File: src/common/ptpe_pkg.sv
package ptpe_pkg;

	// ********************************************************
	// geometry
	// ********************************************************
	localparam int NUM_PORTS = 5;
	localparam int ADDR_W = 16;
	localparam int DATA_W = 16;
	localparam int OFS_W = 12;
	localparam int NIB_W = ADDR_W - OFS_W;

	// port number carried in the upper address nibble
	localparam logic [NIB_W-1:0] PORT_NUM [NUM_PORTS] = '{
		4'h1, 4'h2, 4'h3, 4'h4, 4'h7
	};

	// ********************************************************
	// per-port register offsets (low twelve address bits)
	// ********************************************************
	localparam logic [OFS_W-1:0] RESP_TIME_OFS = 12'hc12;
	localparam logic [OFS_W-1:0] STATUS_OFS = 12'hc14;
	localparam logic [OFS_W-1:0] ENABLE_OFS = 12'hc16;

	// ********************************************************
	// block-level interrupt registers, upper nibble zero
	// ********************************************************
	localparam logic [NIB_W-1:0] GLB_NIBBLE = 4'h0;
	localparam logic [OFS_W-1:0] GLB_STATUS_OFS = 12'hd00;
	localparam logic [OFS_W-1:0] GLB_CLEAR_OFS = 12'hd02;
	localparam logic [OFS_W-1:0] GLB_ENABLE_OFS = 12'hd04;

	// ********************************************************
	// field layout of status and enable registers
	// ********************************************************
	localparam int SYNC_BIT = 15;
	localparam int REQ_BIT = 14;
	localparam int RESP_BIT = 13;
	localparam int FLAG_HI = 15;
	localparam int FLAG_LO = 13;
	localparam logic [FLAG_LO-1:0] RSVD_ZERO = 13'h0000;

	// ********************************************************
	// reset values
	// ********************************************************
	localparam logic [DATA_W-1:0] TIME_RESET = 16'h0000;
	localparam logic FLAG_RESET = 1'b0;
	localparam logic [DATA_W-1:0] READ_IDLE = 16'h0000;

	// ********************************************************
	// carriers
	// ********************************************************
	typedef struct packed {
		logic sync;
		logic req;
		logic resp;
	} ptpe_flags_t;

	localparam ptpe_flags_t ENABLE_RESET = 3'h0;

	typedef struct packed {
		logic [ADDR_W-1:0] addr;
		logic [DATA_W-1:0] wdata;
		logic wr;
		logic rd;
	} ptpe_bus_t;

	typedef struct packed {
		logic sync;
		logic req;
		logic resp;
		logic [DATA_W-1:0] respTime;
	} ptpe_evt_t;

endpackage

File: src/hw/ptpe_sticky_flag.sv
module ptpe_sticky_flag
	import ptpe_pkg::*;
(
	input wire logic clk_sys,
	input wire logic srst,
	input wire logic setPulse,
	input wire logic clearPulse,
	output logic flag_q
);

	// ********************************************************
	// sticky flag
	// ********************************************************
	// set beats clear so an event in the clear cycle survives
	always_ff @(posedge clk_sys) begin
		if (srst) begin
			flag_q <= FLAG_RESET;
		end else if (setPulse) begin
			flag_q <= 1'b1;
		end else if (clearPulse) begin
			flag_q <= FLAG_RESET;
		end
	end

endmodule

File: src/hw/ptpe_irq_agg.sv
module ptpe_irq_agg
	import ptpe_pkg::*;
#(
	parameter int WIDTH = NUM_PORTS
)
(
	input wire logic clk_sys,
	input wire logic srst,
	input wire logic [WIDTH-1:0] evtPulse,
	input wire logic clrWr,
	input wire logic enWr,
	input wire logic [WIDTH-1:0] wrData,
	output logic [WIDTH-1:0] status_q,
	output logic [WIDTH-1:0] enable_q,
	output logic irq_q
);

	// ********************************************************
	// sticky status, write-one clear, set wins
	// ********************************************************
	always_ff @(posedge clk_sys) begin
		if (srst) begin
			status_q <= '0;
		end else begin
			status_q <= evtPulse | (status_q & ~(clrWr ? wrData : '0));
		end
	end

	// enable register of the same layout
	always_ff @(posedge clk_sys) begin
		if (srst) begin
			enable_q <= '0;
		end else if (enWr) begin
			enable_q <= wrData;
		end
	end

	// level output, one cycle behind the registers
	always_ff @(posedge clk_sys) begin
		if (srst) begin
			irq_q <= 1'b0;
		end else begin
			irq_q <= |(status_q & enable_q);
		end
	end

endmodule

File: src/hw/ptpe_egress_irq.sv
// Notes on behaviour
// [RULE_01] Each port shows, read-only, the low word of its response time.
// [RULE_02] Status bit 15 is set by a Sync time and cleared by writing 1.
// [RULE_03] Bit 14 is set by a Pdelay_Req or Delay_Req time, cleared by 1.
// [RULE_04] Bit 13 is set by a Pdelay_Resp time and cleared by writing 1.
// [RULE_05] The port summary status is the OR of the port's three flags.
// [RULE_06] Enable bit 15 permits the Sync interrupt and resets to 0.
// [RULE_07] Bit 14 permits the Pdelay_Req and Delay_Req interrupt, reset 0.
// [RULE_08] Bit 13 permits the Pdelay_Resp interrupt, reset 0.
// [RULE_09] The port summary enable is the OR of the port's three enables.
// [RULE_10] Bits 12 to 0 of status and enable read as zero and ignore writes.
// [RULE_11] Flags stay until cleared; a port irq needs an enabled set flag.
//
// Local design decision: strobed register access.
module ptpe_egress_irq
	import ptpe_pkg::*;
(
	input wire logic clk_sys,
	input wire logic srst,
	input wire ptpe_bus_t bus,
	input wire ptpe_evt_t [NUM_PORTS-1:0] portEvt,
	output logic [DATA_W-1:0] readData_q,
	output logic [NUM_PORTS-1:0] portTsStatus_q,
	output logic [NUM_PORTS-1:0] portTsEnable_q,
	output logic [NUM_PORTS-1:0] portTsIrq_q,
	output logic irq_q
);

	// ********************************************************
	// address decode
	// ********************************************************
	logic [NIB_W-1:0] addrNib;
	logic [OFS_W-1:0] regOfs;
	logic [NUM_PORTS-1:0] portHit;
	logic globalHit;

	assign addrNib = bus.addr[ADDR_W-1:OFS_W];
	assign regOfs = bus.addr[OFS_W-1:0];
	assign globalHit = (addrNib == GLB_NIBBLE);

	// one hit line per port, ports are sparse in the map
	always_comb begin
		for (int p = 0; p < NUM_PORTS; p++) begin
			portHit[p] = (addrNib == PORT_NUM[p]);
		end
	end

	// ********************************************************
	// write strobes
	// ********************************************************
	logic [NUM_PORTS-1:0] statusWr;
	logic [NUM_PORTS-1:0] enableWr;
	logic glbClrWr;
	logic glbEnWr;

	always_comb begin
		for (int p = 0; p < NUM_PORTS; p++) begin
			statusWr[p] = bus.wr & portHit[p] & (regOfs == STATUS_OFS);
			enableWr[p] = bus.wr & portHit[p] & (regOfs == ENABLE_OFS);
		end
	end

	assign glbClrWr = bus.wr & globalHit & (regOfs == GLB_CLEAR_OFS);
	assign glbEnWr = bus.wr & globalHit & (regOfs == GLB_ENABLE_OFS);

	// write-one clear pulses per flag, upper three data bits only
	logic [NUM_PORTS-1:0] clrSync;
	logic [NUM_PORTS-1:0] clrReq;
	logic [NUM_PORTS-1:0] clrResp;

	always_comb begin
		for (int p = 0; p < NUM_PORTS; p++) begin
			clrSync[p] = statusWr[p] & bus.wdata[SYNC_BIT];
			clrReq[p] = statusWr[p] & bus.wdata[REQ_BIT];
			clrResp[p] = statusWr[p] & bus.wdata[RESP_BIT];
		end
	end

	// ********************************************************
	// sticky status flags
	// ********************************************************
	logic [NUM_PORTS-1:0] flagSync;
	logic [NUM_PORTS-1:0] flagReq;
	logic [NUM_PORTS-1:0] flagResp;

	for (genvar g = 0; g < NUM_PORTS; g++) begin : gPort
		// [RULE_02] sync time flag
		ptpe_sticky_flag uSync (
			.clk_sys(clk_sys),
			.srst(srst),
			.setPulse(portEvt[g].sync),
			.clearPulse(clrSync[g]),
			.flag_q(flagSync[g])
		);
		// [RULE_03] request time flag
		ptpe_sticky_flag uReq (
			.clk_sys(clk_sys),
			.srst(srst),
			.setPulse(portEvt[g].req),
			.clearPulse(clrReq[g]),
			.flag_q(flagReq[g])
		);
		// [RULE_04] response time flag
		ptpe_sticky_flag uResp (
			.clk_sys(clk_sys),
			.srst(srst),
			.setPulse(portEvt[g].resp),
			.clearPulse(clrResp[g]),
			.flag_q(flagResp[g])
		);
	end

	// regroup the flags into the register layout
	ptpe_flags_t flags [NUM_PORTS];

	always_comb begin
		for (int p = 0; p < NUM_PORTS; p++) begin
			flags[p].sync = flagSync[p];
			flags[p].req = flagReq[p];
			flags[p].resp = flagResp[p];
		end
	end

	// ********************************************************
	// enable registers
	// ********************************************************
	ptpe_flags_t enable_q [NUM_PORTS];

	// [RULE_06] [RULE_07] [RULE_08] enable bits, cleared at reset
	always_ff @(posedge clk_sys) begin
		if (srst) begin
			for (int p = 0; p < NUM_PORTS; p++) begin
				enable_q[p] <= ENABLE_RESET;
			end
		end else begin
			for (int p = 0; p < NUM_PORTS; p++) begin
				// [RULE_10] low bits are never stored
				if (enableWr[p]) begin
					enable_q[p] <= bus.wdata[FLAG_HI:FLAG_LO];
				end
			end
		end
	end

	// ********************************************************
	// response egress time capture
	// ********************************************************
	logic [DATA_W-1:0] respTime_q [NUM_PORTS];

	// [RULE_01] latest response time wins, flag untouched
	always_ff @(posedge clk_sys) begin
		if (srst) begin
			for (int p = 0; p < NUM_PORTS; p++) begin
				respTime_q[p] <= TIME_RESET;
			end
		end else begin
			for (int p = 0; p < NUM_PORTS; p++) begin
				if (portEvt[p].resp) begin
					respTime_q[p] <= portEvt[p].respTime;
				end
			end
		end
	end

	// ********************************************************
	// per-port summaries
	// ********************************************************
	logic [NUM_PORTS-1:0] portIrqNow;

	// [RULE_11] needs a set flag whose own enable is on
	always_comb begin
		for (int p = 0; p < NUM_PORTS; p++) begin
			portIrqNow[p] = |(flags[p] & enable_q[p]);
		end
	end

	// registered so every output comes off a flop
	always_ff @(posedge clk_sys) begin
		if (srst) begin
			portTsStatus_q <= '0;
			portTsEnable_q <= '0;
			portTsIrq_q <= '0;
		end else begin
			for (int p = 0; p < NUM_PORTS; p++) begin
				// [RULE_05] or of status flags
				portTsStatus_q[p] <= |flags[p];
				// [RULE_09] or of enable bits
				portTsEnable_q[p] <= |enable_q[p];
				portTsIrq_q[p] <= portIrqNow[p];
			end
		end
	end

	// ********************************************************
	// block interrupt
	// ********************************************************
	// a port raises an event on the rise of its masked level
	logic [NUM_PORTS-1:0] portIrqRise;
	logic [NUM_PORTS-1:0] glbStatus;
	logic [NUM_PORTS-1:0] glbEnable;

	assign portIrqRise = portIrqNow & ~portTsIrq_q;

	ptpe_irq_agg #(
		.WIDTH(NUM_PORTS)
	) uAgg (
		.clk_sys(clk_sys),
		.srst(srst),
		.evtPulse(portIrqRise),
		.clrWr(glbClrWr),
		.enWr(glbEnWr),
		.wrData(bus.wdata[NUM_PORTS-1:0]),
		.status_q(glbStatus),
		.enable_q(glbEnable),
		.irq_q(irq_q)
	);

	// ********************************************************
	// read path
	// ********************************************************
	logic [DATA_W-1:0] readNext;

	// unmapped and write-only addresses answer zero
	always_comb begin
		readNext = READ_IDLE;
		for (int p = 0; p < NUM_PORTS; p++) begin
			if (portHit[p]) begin
				unique case (regOfs)
					RESP_TIME_OFS: begin
						readNext = respTime_q[p];
					end
					// [RULE_10] reserved bits zero
					STATUS_OFS: begin
						readNext = {flags[p], RSVD_ZERO};
					end
					ENABLE_OFS: begin
						readNext = {enable_q[p], RSVD_ZERO};
					end
					default: begin
						readNext = READ_IDLE;
					end
				endcase
			end
		end
		if (globalHit) begin
			if (regOfs == GLB_STATUS_OFS) begin
				readNext = {{(DATA_W-NUM_PORTS){1'b0}}, glbStatus};
			end else if (regOfs == GLB_ENABLE_OFS) begin
				readNext = {{(DATA_W-NUM_PORTS){1'b0}}, glbEnable};
			end
		end
	end

	// data stand only in the cycle after the strobe
	always_ff @(posedge clk_sys) begin
		if (srst) begin
			readData_q <= READ_IDLE;
		end else if (bus.rd) begin
			readData_q <= readNext;
		end else begin
			readData_q <= READ_IDLE;
		end
	end

endmodule

File: config.mk
export PLATFORM = sky130hd
export DESIGN_NAME = ptpe_egress_irq
export DESIGN_NICKNAME = d
export VERILOG_FILES = /design/src/common/ptpe_pkg.sv /design/src/hw/ptpe_sticky_flag.sv /design/src/hw/ptpe_irq_agg.sv /design/src/hw/ptpe_egress_irq.sv
export SDC_FILE = /design/constraint.sdc
export NUM_CORES = 1
export LEC_CHECK = 0
export CAP_MARGIN = 20
export CELL_PAD_IN_SITES_DETAIL_PLACEMENT = 0
export CELL_PAD_IN_SITES_GLOBAL_PLACEMENT = 1
export CORE_UTILIZATION = 45
export CTS_CLUSTER_SIZE = 30
export DETAILED_ROUTE_END_ITERATION = 10
export DONT_BUFFER_PORTS = 1
export HOLD_SLACK_MARGIN = 0.15
export PLACE_DENSITY_LB_ADDON = 0.1
export SYNTH_ARGS = -nofsm -noshare
export SYNTH_HDL_FRONTEND = slang
export SYNTH_SLANG_ARGS = --single-unit
File: constraint.sdc
create_clock -name clk_sys -period 3.2 [get_ports clk_sys]
set_input_delay 0.8 -clock clk_sys [delete_from_list [all_inputs] [get_ports clk_sys]]
set_output_delay 0.8 -clock clk_sys [all_outputs]
set_load 0.005 [all_outputs]
==> run_results.csv <==
group,metric,value,unit
routing,drtAntennaViolNets,0,
power_and_ir_drop,peakVddDrop,0.371,mV
timing,fin_ws,0.757,ns
logic_synthesis,synthArstFlopShare,0,
final_layout,mostFrequentLayoutCell,"edfxtp_1",
logic_synthesis,ys_seq_elements,152,
timing,final_max_slew_viol_count,0,
worst_setup_path,end_kind,"register",
timing,fin_crit_sh,0.763,
global_route,grt_overflow,0,
min_path,whs_path_depth,1,
min_path,hold_path_class,"in2reg",
cts,cts-resized-gates,0,
timing,slew_headroom,0.539,
floorplan,core_area,0.0140,mm2
floorplan,std_cell_rows,43,
floorplan,io_pins,163,
logic_synthesis,yosysUniqueCellTypes,53,
floorplan,start_util,0.466,
timing,finalHoldViolations,0,
final_layout,synthToLayoutAreaGrowth,11.1,%
floorplan,die_area,0.0150,mm2
global_route,grt_pass1_vias,4232,
logic_synthesis,dominantRegCellSynth,"edfxtp_1",
logic_synthesis,syn_area,0.00652,mm2
timing,finalClockSkew,0.00831,ns
floorplan,die_h,122,um
routing,route.detailed.drc,0,
global_route,grt_usage,0.227,
routing,dr.pass1.iters,8,
timing,fin_crit,2.44,ns
run,drv_cap,0,
global_route,grt_antenna_before_repair,4,
place,io_buffers,0,
final_layout,layout.cells.non_filler,741,
logic_synthesis,synth_warnings,0,
final_layout,final_nets,677,
cts,cts_buffers,17,
cts,clkLatencyLatePin,0.42,ns
global_route,grt_pass1_wl,24300,um
worst_setup_path,crit_path_start_kind,"input port",
routing,wl_met1,6640,um
timing,tightest_slew,0.682,ns
routing,drt_iter0_markers,416,
routing,viasPerCell,5.84,
routing,dr_total_vias,4329,
logic_synthesis,synth_edf_count,95,
routing,wl_met3,1150,um
timing,rsz0062_at_grt,"false",
place,gp_congestion,0.821,
worst_setup_path,path_max_fanout,13,
cts,cts_hold_buf,0,
worst_setup_path,cp.arrival,2.73,ns
cts,cts.sinks,152,
cts,cts.repair_timing.setup_buffer_count,0,
routing,wl,16200,um
global_route,grt_max_degree,55,
final_layout,nFillCells,1237,
cts,clockBufferDepth,2,
worst_setup_path,critPathKind,"in2reg",
final_layout,layout-drive-gt1-share,0.132,
cts,clk_pin_slew,0.07,ns
final_layout,postLayoutCoreUtil,0.517,
timing,timing.fmax,409,MHz
place,place_hpwl,11600,um
place,pre_cts_ws,0.316,ns
power_and_ir_drop,power_density,616,mW/mm2
logic_synthesis,synth_fp_nets,680,
timing,setup_violations,0,
logic_synthesis,avgSynthCellArea,11.9,um2
place,dpl.cell_count,707,
routing,wl_met2,8210,um
routing,wl_per_cell,21.9,um
cts,cts_tree,"done",
power_and_ir_drop,p_leak,2.62,nW
logic_synthesis,ys_seq_area_frac,0.613,
status,status,"finished, final reports clean",
routing,top_layer_used,"met5",
logic_synthesis,syn_inst,549,
floorplan,fp.dieW,122,um
cts,clock-root-buffer,"clkbuf_16",
worst_setup_path,worst_ep_required_time,3.49,ns
worst_setup_path,r2r_cells,5,
cts,htreeDepth,4,
timing,setup_tns,0,ns
final_layout,final_cell_mix,"edfxtp_1, and2_1, nor2_1",
## routing by layer
layer  vias up  track usage
met2       175        0.379
met5         -            0
met1      2097        0.281
met3        19       0.0697
met4         4       0.0709
li1       2034            -
## per-stage QoR
stage | power (mW) | hold WS, ns | instance area (um2)
4_1_cts | 4.50 | 0.430 | 7230
3_5_place_dp | 2.61 | 0.475 | 6670
5_1_grt | 4.62 | 0.428 | 7230
3_3_place_gp | 2.59 | 0.470 | 6670
2_1_floorplan | 2.54 | 0.461 | 6520
6_report | 4.46 | 0.454 | 7240
## cell usage after synthesis, types with 2 or more instances
| cell | number | area share |
|---|---|---|
| a21oi_1 | 28 | 0.022 |
| a222oi_1 | 19 | 0.029 |
| a22o_1 | 18 | 0.024 |
| a22oi_1 | 8 | 0.0092 |
| a31o_1 | 3 | 0.0040 |
| a31oi_1 | 3 | 0.0029 |
| a32oi_1 | 2 | 0.0027 |
| and2_1 | 83 | 0.080 |
| and3_1 | 4 | 0.0038 |
| buf_1 | 3 | 0.0017 |
| buf_6 | 2 | 0.0035 |
| clkbuf_1 | 23 | 0.013 |
| clkbuf_8 | 2 | 0.0042 |
| dfxtp_1 | 57 | 0.18 |
| edfxtp_1 | 95 | 0.44 |
| inv_1 | 3 | 0.0017 |
| mux2_1 | 3 | 0.0052 |
| mux2_2 | 15 | 0.026 |
| mux2i_1 | 13 | 0.020 |
| nand2_1 | 29 | 0.017 |
| nand2_2 | 2 | 0.0019 |
| nand2b_1 | 4 | 0.0038 |
| nand3_1 | 8 | 0.0061 |
| nor2_1 | 61 | 0.035 |
| nor2b_1 | 4 | 0.0038 |
| nor3_1 | 13 | 0.010 |
| nor3_2 | 2 | 0.0031 |
| nor4_1 | 3 | 0.0029 |
| o21ai_0 | 3 | 0.0023 |
| o21bai_1 | 3 | 0.0035 |
| o22ai_1 | 6 | 0.0058 |
| or2_2 | 6 | 0.0058 |
## power breakdown
part	total [mW]	leakage [nW]	switching (mW)	internal [mW]
Sequential	2.30	1.46	0.0688	2.23
Clock	1.90	0.269	0.802	1.10
Combinational	0.258	0.889	0.137	0.121
Total	4.46	2.62	1.01	3.45
## flip-flops by register name, indices dropped and copies added (netlist names), 5 cells and up
| signal | cells |
|---|---|
| readData_q | 16 |
| portTsIrq_q | 5 |
| portTsStatus_q | 5 |
| gPort.uSync.flag_q | 5 |
| respTime_q | 80 |
| gPort.uReq.flag_q | 5 |
| uAgg.enable_q | 5 |
| enable_q | 15 |
| gPort.uResp.flag_q | 5 |
| uAgg.status_q | 5 |
| portTsEnable_q | 5 |
## worst paths after layout
path | startpoint | to | slack, ns
min | srst | gPort[1].uResp.flag_q | 0.45
min reg2reg | respTime_q[0][76] | readData_q[12] | 0.49
max | bus[27] | readData_q[2] | 0.76
max reg2reg | enable_q[0][5] | readData_q[15] | 1.62
## final cells by class
type | instances | area [um2] | share of cell area
repair buffers | 10 | 75.1 | 0.0104
multi-input cells | 362 | 2360 | 0.326
clock buffers | 19 | 443 | 0.0612
flip-flops and latches | 152 | 3990 | 0.552
diodes | 2 | 5.00 | 0.000692
clock inverters | 13 | 121 | 0.0168
well taps | 180 | 225 | 0.0311
inverters | 3 | 11.3 | 0.00156
## critical path, stage by stage
cell and delay (ns):
nand4bb_1 0.45, or2_4 0.43, nor4_1 0.35, nor2_1 0.11, nand2_1 0.41, o22ai_1 0.17
## cells by family after synthesis
group / after synthesis / synth area share
compound gates: 100 / 0.115
buf+inv: 35 / 0.0263
flops: 152 / 0.613
mux: 31 / 0.0511
simple gates: 231 / 0.195
Power figures use the tool's default switching activity.
